`config.mk`:
```
export PLATFORM = sky130hd
export DESIGN_NAME = mha_arbiter
export DESIGN_NICKNAME = d
export VERILOG_FILES = /design/src/verilog/mha_arbiter.v
export VERILOG_INCLUDE_DIRS = /design/src /design/src/inc
export SDC_FILE = /design/constraint.sdc
export NUM_CORES = 1
export LEC_CHECK = 0
export ABC_AREA = 1
export BUFFER_PORTS_ARGS = -buffer_cell sky130_fd_sc_hd__clkbuf_2
export CAP_MARGIN = 10
export CORE_MARGIN = 1.5
export CORE_UTILIZATION = 61
export CTS_CLUSTER_DIAMETER = 80
export CTS_CLUSTER_SIZE = 30
export DETAILED_ROUTE_END_ITERATION = 7
export GPL_ROUTABILITY_DRIVEN = 0
export GPL_TIMING_DRIVEN = 0
export PLACE_DENSITY_LB_ADDON = 0.1
export SKIP_LAST_GASP = 1
export SLEW_MARGIN = 20
export SYNTH_ARGS = -nofsm -noshare
export SYNTH_HDL_FRONTEND = slang
export SYNTH_SLANG_ARGS = --single-unit
export TNS_END_PERCENT = 5
```
`constraint.sdc`:
```
create_clock -name mclk -period 7.65 [get_ports mclk]
set_input_delay 1.1475 -clock mclk [delete_from_list [all_inputs] [get_ports mclk]]
set_output_delay 1.1475 -clock mclk [all_outputs]
set_load 0.01 [all_outputs]
```
`src/inc/mha_map.vh`:
```
// mha_map.vh - constants of the modem host transfer arbiter
// assumes a 50 MHz mclk; definitions only
`ifndef MHA_MAP_VH
`define MHA_MAP_VH
// ----------------------------------------------------------------
// opening sequence
// ----------------------------------------------------------------
`define MHA_OPEN_N 8'hEA
`define MHA_CLOSE_N 8'hAE
`define MHA_OPEN_I 8'h15
`define MHA_CLOSE_I 8'h51
`define MHA_CFG_N_LO 8'h80
`define MHA_CFG_N_HI 8'h9F
`define MHA_CFG_I_LO 8'h60
`define MHA_CFG_I_HI 8'h7F
`define MHA_CFG_LVL 4:3
`define MHA_CFG_PRE 2:0
// ----------------------------------------------------------------
// framing bytes and bus rx kinds
// ----------------------------------------------------------------
`define MHA_PREAMBLE 8'h55
`define MHA_START_DELIM 8'h4D
`define MHA_STOP_DELIM 8'h26
`define MHA_KIND_DATA 2'h0
// ----------------------------------------------------------------
// status bit positions
// ----------------------------------------------------------------
`define MHA_ST_CTS 0
`define MHA_ST_CD 1
`define MHA_ST_BAB_ON 2
`define MHA_ST_BAB_OFF 3
`define MHA_ST_TXLVL 4
`define MHA_ST_TXFULL 5
`define MHA_ST_RXFULL 6
`define MHA_ST_RXLVL 7
// ----------------------------------------------------------------
// timing
// ----------------------------------------------------------------
`define MHA_CLK_MHZ 50
`define MHA_HALF_BIT_NS 16000
`define MHA_HALF_BIT_CYC (`MHA_HALF_BIT_NS * `MHA_CLK_MHZ / 1000)
`define MHA_BABBLE_UNIT_NS 2048000
`define MHA_BABBLE_UNIT_CYC (`MHA_BABBLE_UNIT_NS / 1000 * `MHA_CLK_MHZ)
`define MHA_SILENCE_MS 3000
`define MHA_SILENCE_CYC (`MHA_SILENCE_MS * 1000 * `MHA_CLK_MHZ)
`define MHA_FIFO_FULL 5'h10
`endif

```
`src/verilog/mha_arbiter.v`:
```
// mha_arbiter.v - transfer arbiter between host byte link and bus
// assumes host UART/SPI framing and the analog front end lie outside,
// exchanging whole bytes as one-cycle strobes on mclk
`timescale 1ns/1ps
`include "mha_map.vh"
module mha_arbiter #(
  parameter [31:0] BABBLE_UNIT_CYC = `MHA_BABBLE_UNIT_CYC,
  parameter [31:0] SILENCE_CYC = `MHA_SILENCE_CYC
) (
  // clock and reset
  input wire mclk,
  input wire rst,
  // mode straps
  input wire spi_mode,
  input wire manch_mode,
  // host byte link
  input wire uart_rts_n,
  input wire host_rx_valid,
  input wire [7:0] host_rx_data,
  output reg host_tx_valid,
  output reg [7:0] host_tx_data,
  output reg host_tx_par,
  output reg carrier_present_out,
  output reg tx_alarm_out,
  // spi side controls and fifos
  input wire ctl_rts,
  input wire spi_tx_wr,
  input wire [8:0] spi_tx_data,
  input wire spi_rx_rd,
  output wire [8:0] spi_rx_data,
  output wire [4:0] spi_tx_level,
  output wire [4:0] spi_rx_level,
  input wire [3:0] tx_thresh,
  input wire [3:0] rx_thresh,
  input wire [7:0] babble_limit_reg,
  input wire [2:0] spi_pre_bytes,
  input wire spi_invert,
  input wire [7:0] irq_mask,
  input wire [7:0] status_clr,
  input wire irq_edge,
  input wire irq_active_high,
  output reg [7:0] status,
  output reg irq_out,
  // bus front end
  input wire carrier_valid,
  input wire bus_rx_valid,
  input wire [7:0] bus_rx_data,
  input wire [1:0] bus_rx_kind,
  input wire fsk_tx_ready,
  output reg fsk_tx_valid,
  output reg [7:0] fsk_tx_data,
  output reg fsk_tx_par,
  output reg manch_out,
  output reg manch_oe
);
  localparam [5:0] S_IDLE = 6'h01;
  localparam [5:0] S_PRE = 6'h02;
  localparam [5:0] S_SD = 6'h04;
  localparam [5:0] S_DATA = 6'h08;
  localparam [5:0] S_ED = 6'h10;
  localparam [5:0] S_INHIB = 6'h20;
  localparam [31:0] HALF_FULL_M1 = `MHA_HALF_BIT_CYC - 1;
  // half-bit count fits ten bits; cut on purpose
  localparam [9:0] HALF_M1 = HALF_FULL_M1[9:0];

  reg [5:0] tx_state;
  reg [2:0] pre_left;
  reg armed;
  reg [1:0] seq_idx;
  reg seq_inv;
  reg [7:0] seq_cfg;
  reg [7:0] seq_bab;
  reg u_inv;
  reg [7:0] u_cfg;
  reg [7:0] u_bab;
  reg fsk_grant;
  reg grant_q;
  reg carrier_q;
  reg pend_q;
  reg [31:0] bab_cnt;
  reg [31:0] sil_cnt;
  reg enc_busy;
  reg [7:0] enc_sh;
  reg [3:0] half_idx;
  reg [9:0] half_cnt;
  reg enc_load;
  reg [7:0] enc_byte;
  reg mpop;

  // ----------------------------------------------------------------
  // fifos: entry 0 transmit, entry 1 receive
  // ----------------------------------------------------------------
  wire [1:0] f_wr;
  wire [1:0] f_rd;
  wire [1:0] f_clr;
  wire [17:0] f_wdat;
  wire [17:0] f_rdat;
  wire [9:0] f_lvl;
  genvar g;
  generate
    for (g = 0; g < 2; g = g + 1) begin : fifo
      reg [8:0] mem [0:15];
      reg [3:0] wp;
      reg [3:0] rp;
      reg [4:0] cnt;
      wire do_wr = f_wr[g] && (cnt != `MHA_FIFO_FULL);
      wire do_rd = f_rd[g] && (cnt != 5'h00);
      always @(posedge mclk) begin
        if (rst || f_clr[g]) begin
          wp <= 4'h0;
          rp <= 4'h0;
          cnt <= 5'h00;
        end else begin
          if (do_wr) begin
            mem[wp] <= f_wdat[g*9 +: 9];
            wp <= wp + 4'h1;
          end
          if (do_rd)
            rp <= rp + 4'h1;
          cnt <= cnt + {4'h0, do_wr} - {4'h0, do_rd};
        end
      end
      assign f_rdat[g*9 +: 9] = mem[rp];
      assign f_lvl[g*5 +: 5] = cnt;
    end
  endgenerate

  wire tx_empty = (f_lvl[4:0] == 5'h00);
  wire uart_m = !spi_mode && manch_mode;
  wire uart_f = !spi_mode && !manch_mode;
  wire spi_f = spi_mode && !manch_mode;
  wire inv = spi_mode ? spi_invert : u_inv;
  wire [2:0] pre_cfg = spi_mode ? spi_pre_bytes : u_cfg[`MHA_CFG_PRE];
  wire [7:0] bab_lim = spi_mode ? babble_limit_reg : u_bab;
  wire [39:0] bab_lim_cyc = bab_lim * BABBLE_UNIT_CYC;
  wire sending = (tx_state & (S_PRE | S_SD | S_DATA | S_ED)) != 6'h00;
  // babble only counts real bus time; zero limit leaves it off
  wire bab_trip = manch_mode && sending && (bab_lim != 8'h00) &&
                  ({8'h00, bab_cnt} >= bab_lim_cyc);
  wire sil_done = (sil_cnt >= SILENCE_CYC - 32'h1);
  wire host_ok = host_rx_valid && !carrier_present_out;
  wire enc_last = enc_busy && (half_idx == 4'hF) && (half_cnt == HALF_M1);
  wire enc_free = !enc_busy || enc_last;
  wire tx_start = manch_mode && (spi_mode || armed) && !tx_empty &&
                  !carrier_valid;
  wire fsk_pop = spi_f && fsk_grant && fsk_tx_ready && !tx_empty &&
                 !fsk_tx_valid;
  wire [7:0] cfg_lo = seq_inv ? `MHA_CFG_I_LO : `MHA_CFG_N_LO;
  wire [7:0] cfg_hi = seq_inv ? `MHA_CFG_I_HI : `MHA_CFG_N_HI;
  wire [7:0] close_b = seq_inv ? `MHA_CLOSE_I : `MHA_CLOSE_N;
  wire [4:0] u_thr = {2'b00, u_cfg[`MHA_CFG_LVL], 1'b0} + 5'h02;

  assign f_wr[0] = (uart_m && armed && host_ok) ||
                   (spi_mode && spi_tx_wr);
  assign f_wdat[8:0] = spi_mode ? spi_tx_data : {1'b0, host_rx_data};
  assign f_rd[0] = mpop || fsk_pop;
  assign f_clr[0] = bab_trip;
  // tag bit 8 marks framing bytes on the spi receive side
  assign f_wr[1] = spi_mode && bus_rx_valid && !(spi_f && fsk_grant);
  assign f_wdat[17:9] = {bus_rx_kind != `MHA_KIND_DATA, bus_rx_data};
  assign f_rd[1] = spi_rx_rd;
  assign f_clr[1] = 1'b0;
  assign spi_rx_data = f_rdat[17:9];
  assign spi_tx_level = f_lvl[4:0];
  assign spi_rx_level = f_lvl[9:5];

  // ----------------------------------------------------------------
  // encoder feed selection
  // ----------------------------------------------------------------
  always @* begin
    enc_load = 1'b0;
    enc_byte = `MHA_PREAMBLE;
    mpop = 1'b0;
    if (enc_free && !bab_trip) begin
      case (tx_state)
        S_PRE: enc_load = 1'b1;
        S_SD: begin
          enc_load = 1'b1;
          enc_byte = `MHA_START_DELIM;
        end
        S_DATA: begin
          enc_load = 1'b1;
          if (!tx_empty) begin
            enc_byte = f_rdat[7:0];
            mpop = 1'b1;
          end else begin
            enc_byte = `MHA_STOP_DELIM;
          end
        end
        default: enc_load = 1'b0;
      endcase
    end
  end

  // ----------------------------------------------------------------
  // manchester transmit sequencer and babble timer
  // ----------------------------------------------------------------
  always @(posedge mclk) begin
    if (rst) begin
      tx_state <= S_IDLE;
      pre_left <= 3'h0;
      bab_cnt <= 32'h0;
      sil_cnt <= 32'h0;
    end else begin
      bab_cnt <= sending ? bab_cnt + 32'h1 : 32'h0;
      sil_cnt <= 32'h0;
      if (bab_trip) begin
        tx_state <= S_INHIB;
      end else begin
        case (tx_state)
          S_IDLE:
            if (tx_start) begin
              tx_state <= S_PRE;
              pre_left <= pre_cfg;
            end
          S_PRE:
            if (enc_free) begin
              if (pre_left == 3'h0)
                tx_state <= S_SD;
              else
                pre_left <= pre_left - 3'h1;
            end
          S_SD:
            if (enc_free)
              tx_state <= S_DATA;
          S_DATA:
            if (enc_free && tx_empty)
              tx_state <= S_ED;
          S_ED:
            if (enc_free)
              tx_state <= S_IDLE;
          S_INHIB: begin
            sil_cnt <= sil_cnt + 32'h1;
            if (sil_done)
              tx_state <= S_IDLE;
          end
          default: tx_state <= S_IDLE;
        endcase
      end
    end
  end

  // ----------------------------------------------------------------
  // manchester encoder, msb first, 16 us half bits
  // ----------------------------------------------------------------
  always @(posedge mclk) begin
    if (rst || bab_trip) begin
      enc_busy <= 1'b0;
      enc_sh <= 8'h00;
      half_idx <= 4'h0;
      half_cnt <= 10'h000;
    end else if (enc_load) begin
      enc_busy <= 1'b1;
      enc_sh <= enc_byte;
      half_idx <= 4'h0;
      half_cnt <= 10'h000;
    end else if (enc_busy) begin
      if (half_cnt == HALF_M1) begin
        half_cnt <= 10'h000;
        half_idx <= half_idx + 4'h1;
        if (half_idx[0])
          enc_sh <= {enc_sh[6:0], 1'b0};
        if (half_idx == 4'hF)
          enc_busy <= 1'b0;
      end else begin
        half_cnt <= half_cnt + 10'h001;
      end
    end
  end

  always @(posedge mclk) begin
    if (rst) begin
      manch_out <= 1'b0;
      manch_oe <= 1'b0;
    end else begin
      // first half carries the bit, so a zero rises mid-bit
      manch_out <= enc_busy & (enc_sh[7] ^ half_idx[0] ^ inv);
      manch_oe <= enc_busy;
    end
  end

  // ----------------------------------------------------------------
  // uart opening sequence parser
  // ----------------------------------------------------------------
  always @(posedge mclk) begin
    if (rst) begin
      armed <= 1'b0;
      seq_idx <= 2'h0;
      seq_inv <= 1'b0;
      seq_cfg <= 8'h00;
      seq_bab <= 8'h00;
      u_inv <= 1'b0;
      u_cfg <= 8'h00;
      u_bab <= 8'h00;
    end else begin
      if (!uart_m || (tx_state == S_ED && enc_free) || bab_trip)
        armed <= 1'b0;
      if (uart_m && !armed && host_ok) begin
        case (seq_idx)
          2'h0:
            if (host_rx_data == `MHA_OPEN_N ||
                host_rx_data == `MHA_OPEN_I) begin
              seq_idx <= 2'h1;
              seq_inv <= (host_rx_data == `MHA_OPEN_I);
            end
          2'h1: begin
            seq_cfg <= host_rx_data;
            seq_idx <= (host_rx_data >= cfg_lo && host_rx_data <= cfg_hi)
                       ? 2'h2 : 2'h0;
          end
          2'h2: begin
            seq_bab <= host_rx_data;
            seq_idx <= 2'h3;
          end
          default: begin
            seq_idx <= 2'h0;
            if (host_rx_data == close_b) begin
              armed <= 1'b1;
              u_inv <= seq_inv;
              u_cfg <= seq_cfg;
              u_bab <= seq_bab;
            end
          end
        endcase
      end
    end
  end

  // ----------------------------------------------------------------
  // fsk arbitration, byte routing and pins
  // ----------------------------------------------------------------
  always @(posedge mclk) begin
    if (rst) begin
      fsk_grant <= 1'b0;
      fsk_tx_valid <= 1'b0;
      fsk_tx_data <= 8'h00;
      fsk_tx_par <= 1'b0;
      host_tx_valid <= 1'b0;
      host_tx_data <= 8'h00;
      host_tx_par <= 1'b0;
      carrier_present_out <= 1'b0;
      tx_alarm_out <= 1'b0;
    end else begin
      // grant holds until released; a carrier only blocks a new grant
      fsk_grant <= !manch_mode && (spi_mode ? ctl_rts : !uart_rts_n) &&
                   (fsk_grant || !carrier_valid);
      fsk_tx_valid <= (uart_f && fsk_grant && host_rx_valid) ||
                      fsk_pop;
      if (uart_f && fsk_grant && host_rx_valid) begin
        fsk_tx_data <= host_rx_data;
        fsk_tx_par <= ~^host_rx_data;
      end else if (fsk_pop) begin
        fsk_tx_data <= f_rdat[7:0];
        fsk_tx_par <= ~^f_rdat[7:0];
      end
      host_tx_valid <= bus_rx_valid && ((uart_f && !fsk_grant) ||
                       (uart_m && bus_rx_kind == `MHA_KIND_DATA));
      if (bus_rx_valid) begin
        host_tx_data <= bus_rx_data;
        host_tx_par <= ~^bus_rx_data & uart_f;
      end
      carrier_present_out <= (uart_f && carrier_valid && !fsk_grant) ||
        (uart_m && (carrier_valid || tx_state == S_INHIB));
      tx_alarm_out <= uart_m && armed && (f_lvl[4:0] <= u_thr);
    end
  end

  // ----------------------------------------------------------------
  // spi status flags and interrupt pin
  // ----------------------------------------------------------------
  wire [7:0] st_set;
  assign st_set[`MHA_ST_CTS] = fsk_grant && !grant_q;
  assign st_set[`MHA_ST_CD] = carrier_valid && !carrier_q;
  assign st_set[`MHA_ST_BAB_ON] = bab_trip;
  assign st_set[`MHA_ST_BAB_OFF] = tx_state == S_INHIB && sil_done;
  assign st_set[`MHA_ST_TXLVL] = tx_thresh != 4'h0 &&
                                 f_lvl[4:0] <= {1'b0, tx_thresh};
  assign st_set[`MHA_ST_TXFULL] = f_lvl[4:0] == `MHA_FIFO_FULL;
  assign st_set[`MHA_ST_RXFULL] = f_lvl[9:5] == `MHA_FIFO_FULL;
  assign st_set[`MHA_ST_RXLVL] = rx_thresh != 4'h0 &&
                                 f_lvl[9:5] >= {1'b0, rx_thresh};
  wire pend = |(status & ~irq_mask);

  always @(posedge mclk) begin
    if (rst) begin
      status <= 8'h00;
      grant_q <= 1'b0;
      carrier_q <= 1'b0;
      pend_q <= 1'b0;
      irq_out <= 1'b0;
    end else begin
      grant_q <= fsk_grant;
      carrier_q <= carrier_valid;
      pend_q <= pend;
      // a set in the clearing cycle survives
      status <= (status & ~status_clr) | (st_set & {8{spi_mode}});
      irq_out <= (irq_edge ? (pend && !pend_q) : pend) ^
                 ~irq_active_high;
    end
  end
endmodule // mha_arbiter

```
# Word level (Yosys, flattened, before mapping)
# Memory sizes are Yosys's and may differ from the RTL's. A register that Yosys moved wholly into a read port is not among the register bits.
# Cells that the tools add are included.
# word_totals
output_inout_bits	52
elab_cells	285
ram_bits	288
reg_bits	190
n_memories	2
in_bits	77
# classes
reduce_logical	113
n_eq_ne	33
multipliers	1
order_cmp	7
n_addsub	14
bitwise_logic	16
n_mux	60
# mem_list
memory	depth	word_bits	read_ports	rd_ports_with_merged_regs	write_ports	line	source
fifo[0].mem	16	9	1	1	1	mha_arbiter.v:102	reg [8:0] mem [0:15];
fifo[1].mem	16	9	1	1	1	mha_arbiter.v:102	
# op_table
op	count
$mux W8	12
$add A32 B1 Y32 const B	2
$logic_and A1 B1 Y1	48
$mux W6	8
$pmux W6 S6	1
$ge A32 B25 Y1	1
$ge A32 B28 Y1 const B	1
$and A8 B8 Y8	3
$mux W1	24
$reduce_xnor A8 Y1	3
$ne A3 B3 Y1 const B	7
$add A4 B1 Y4 const B	5
$ne A2 B2 Y1 const B	9
$logic_not A1 Y1	16
$mux W4	4
$not A8 Y8	2
$pmux W8 S2	1
$reduce_and A7 Y1	2
$logic_or A1 B1 Y1	13
$mul A8 B5 Y13 const B	1
$mux W3	4
$reduce_bool A2 Y1	6
$add A10 B1 Y10 const B	1
$add A5 B1 Y5	2
other kinds (44)	68

# Depth between registers and ports, before layout
# logic_depth
word_depth	11
ltp_mapped	39
depth_no_buf	37

# Worst setup path after synthesis
# OpenSTA, ideal clock, no wires.
# synth_path
kind	input-to-reg
from	in spi_mode
to	reg fifo[0].cnt[4] (netlist: spi_tx_level[4])
arrival_time_ns	6.711
setup_slack_ns	0.823
setup_time_ns	0.116
stages	39
cell_sequence	buf_2 inv_2 clkbuf_1 or2_2 o21ai_0 inv_1 ha_1 ha_1 inv_1 fa_1 inv_1 ha_1 a21oi_1 nand2_1 nand2_1 nand2_1 a21oi_1 inv_1 [3 not listed] xor2_1 ha_1 nand3_1 nor3_1 nand2_1 nand3_1 nand2_2 nand3_1 nand2_1 ha_1 inv_1 ha_1 fa_1 nand2_1 a21oi_1 nor2_1 xor2_1 nor2_1
# synth_via
elab_chain_len	10
elab_cells_between_ends	26
# synth_lines
item	line	source
start, declared	mha_arbiter.v:14	input wire spi_mode,
$mux W8	mha_arbiter.v:134	wire [7:0] bab_lim = spi_mode ? babble_limit_reg : u_bab;
$mul A8 B5 Y13 / $reduce_bool A8 Y1 (equally long branches)	mha_arbiter.v:135, mha_arbiter.v:138	
$ge A32 B25 Y1 / $logic_and A1 B1 Y1 (equally long branches)	mha_arbiter.v:139, mha_arbiter.v:138	
$logic_and A1 B1 Y1	mha_arbiter.v:138	wire bab_trip = manch_mode && sending && (bab_lim != 8'h00) &&
$logic_not A1 Y1	mha_arbiter.v:174	if (enc_free && !bab_trip) begin
$logic_and A1 B1 Y1	mha_arbiter.v:174	
$mux W1	mha_arbiter.v:174	
$logic_or A1 B1 Y1	mha_arbiter.v:156	assign f_rd[0] = mpop || fsk_pop;
$logic_and A1 B1 Y1	mha_arbiter.v:107	wire do_rd = f_rd[g] && (cnt != 5'h00);
$sub A5 B1 Y5	mha_arbiter.v:120	cnt <= cnt + {4'h0, do_wr} - {4'h0, do_rd};
end signal, assigned	mha_arbiter.v:120	
end, declared	mha_arbiter.v:105	reg [4:0] cnt;
# Parallel ways exist; a longest one is shown, timed or not.
# A chain may end at the register's enable or synchronous reset.

# Worst setup path after layout
# layout_path
from	in spi_mode
to	mem fifo[0].mem[6][7] (enable)
# layout_via
elab_chain_len	9
elab_cells_between_ends	17
# layout_lines
item	line	source
branches (longest 7 deep; another with $ge A32 B25 Y1)	--	
$mux W1 (*)	mha_arbiter.v:109	if (rst || f_clr[g]) begin
$mux W1 (not written as such) (*)	mha_arbiter.v:115	mem[wp] <= f_wdat[g*9 +: 9];
end, declared	mha_arbiter.v:102	
# Mark *: on every way between the ends.

==> impl_metrics.ini <==
[placed_design]
dp_hpwl_um = 40900
io_buffers = 126
pre_cts_ws_ps = -334

[clock_tree]
ctsLongestPathBuffers = 3
cts_inserted_buffers = 23
h-tree-depth = 1
root_buffer = clkbuf_16
worstSkewPairLatency_ps = 570
clkSlewWorstSetupHoldPaths_ps = 100
cts_tree = done
cts.sinks = 470

[yosys]
yosys_warnings = 0
synth.cell_area_sq_mm = 0.0224
synth_edf_count = 272
ys_seq_area_frac = 0.542
synth_cells = 2433
ys.flop_type = edfxtp_1
async_flop_share = 0
post_synth_num_cell_types = 56
syn_avg_cell_area_sq_um = 9.19
ys_ff_latch = 470
syn_nets = 2618

[routing]
drt-total-wl_um = 56000
drt-pass1-iter-count = 6
ant_nets = 0
first_iter_violations = 1623
routed_via_density = 5.72
wl_per_cell_um = 18.3
num_vias = 17537
drc = 0

[worst_setup_path]
path_max_fanout = 10
critPathCaptureType = register
start_kind = primary input
required_ps = 7850
crit_type = in -> reg
worstPathArrival_ps = 7430
cpPeakStageDelay_ps = 580
worst_path_most_repeated_cell = inv_1
cp_slowest_cell = nor2_1

[global_routing]
grt_overflow = 0
grt_use_total = 0.293
antenna_found_initial = 0
grt_pass1_wl_um = 87500
grt_max_degree = 32
grt_pass1_vias = 16586

[pwr]
switching_share = 0.313
p_leak_nw = 9.79
powerDensity_mw_per_mm2 = 228
p_comb_frac = 0.222
ir_drop_v = 0.000179
clkPwrFrac = 0.271
switchingPower_w = 0.00175
pwr-share-seq = 0.507
p_int_w = 0.00384

[sta]
fin_crit_sh = 0.945
clock_skew_ps = 23.5
fmax_mhz = 138
fin_setup_tns_ps = 0
period_needed_ps = 7230
worstMarginPinSlew_ps = 937
rsz0062_at_grt = true
final_hold_viol_count = 0
slew_headroom = 0.359
setup_slack_ps = 418
drv_slew = 0
setup_viol = 0

[floorplanning]
io_pins = 129
fp.dieW_um = 194
rows = 69
start_util = 0.624
dieArea_sq_mm = 0.0378
core-area_sq_mm = 0.0358
die_h_um = 194

[final_layout]
final_util = 0.683
area.growth.synth_to_final_pct = 9.42
multi_input_area_sq_mm = 0.00862
layout_common_cells = nand2_1, inv_1, edfxtp_1
fill_cells = 2809
final_common_cell = nand2_1
layout-drive-gt1-share = 0.106
register_area_sq_mm = 0.0121
nets = 2772

[worst_hold_path]
hp-class = reg -> reg

[status]
status = completed

[job]
maxCapViolCount = 0
path summary, 6_finish.rpt:
check | cells past startpoint | startpoint | slack, ps | endpoint
max | 34 | spi_mode | 420 | fifo[0].mem[6][7]
min | 1 | bab_cnt[0] | 460 | bab_cnt[0]
max reg2reg | 27 | u_bab[1] | 1270 | fifo[0].mem[6][7]
min reg2reg | 1 | bab_cnt[0] | 460 | bab_cnt[0]
logic make-up (layout without fill, tap and decap cells):
group	Yosys count	in the layout	synth area share
flops	470	470	0.542
mux	37	37	0.0166
simple gates	961	961	0.190
xor+xnor	44	44	0.0172
compound gates	389	389	0.0969
fa+ha+maj	108	108	0.0621
other cells	0	1	0
buf+inv	424	595	0.0748
state kept, by name, indices dropped and copies added (netlist names), 5 cells and up, named ones only:
name,count
bab_cnt,32
enc_sh,8
fifo.mem,272
fifo.rp,8
fifo.wp,8
fsk_tx_data,8
half_cnt,10
host_tx_data,8
seq_bab,8
seq_cfg,5
sil_cnt,32
spi_rx_level,5
spi_tx_level,5
status,8
tx_state,6
u_bab,8
u_cfg,5
final cells by class:
cell class | instances | share of cell area
clock inverters | 14 | 0.00849
multi-input cells | 1539 | 0.352
plain buffers | 77 | 0.0152
flip-flops and latches | 470 | 0.496
inverters | 347 | 0.0532
well taps | 461 | 0.0236
clock buffers | 28 | 0.0243
repair buffers | 129 | 0.0271
diodes | 1 | 0.000102
metrics by stage:
step                std cells  hold WS (ps)  power [W]  cell area [sq um]
floorplan                2433           417    0.00369              22400
global placement         3020           428    0.00405              23600
detailed placement       3023           440    0.00410              23600
CTS                      3065           462    0.00558              24400
global route             3065           483    0.00583              24500
finish                   3066           461    0.00558              24500
cell usage after synthesis, types with 19 or more instances:
master      n  area share
a21oi_1   147       0.033
buf_2      19      0.0043
clkbuf_1   44      0.0074
dfxtp_1   198        0.18
edfxtp_1  272        0.37
ha_1      103       0.058
inv_1     331       0.056
mux2i_1    36       0.016
nand2_1   432       0.072
nand3_1   144       0.032
nand4_1    33      0.0092
nor2_1    229       0.038
nor3_1     42      0.0094
o211ai_1   42       0.014
o21ai_0   151       0.034
xnor2_1    21      0.0082
xor2_1     23      0.0090
worst max-delay path: cells and delay by family:
kind | cells | cell delay (ps)
AOI/OAI and AO/OA | 5 | 880
xor gates and xnor gates | 1 | 90
adders and majority gates | 5 | 1610
buffers and inverters | 9 | 1200
and+or+nand+nor | 14 | 2520
routing by layer:
| layer | wire length (um) | track usage | part of all wire | vias up |
|---|---|---|---|---|
| li1 | - | - | - | 8449 |
| met1 | 23400 | 0.401 | 0.42 | 8148 |
| met2 | 26000 | 0.489 | 0.46 | 823 |
| met3 | 4950 | 0.0375 | 0.088 | 117 |
| met4 | 1590 | 0.0897 | 0.028 | 0 |
| met5 | 0 | 0 | 0 | - |
power by group through the flow:
stage               combinational (W)  sequential, W  clock, W
finish                        0.00124        0.00283   0.00152
global placement              0.00116        0.00288         0
detailed placement            0.00121        0.00289         0
floorplan                    0.000808        0.00288         0
global route                  0.00138        0.00284   0.00161
CTS                           0.00122        0.00283   0.00154
repair_timing:
item                       CTS  global route
buffers inserted             0             0
hold endpoints to repair     0             0
gates resized for setup      0            17
hold buffers                 0             0
setup endpoints to repair    0           130
No activity file was read; power rests on OpenSTA's default activity.
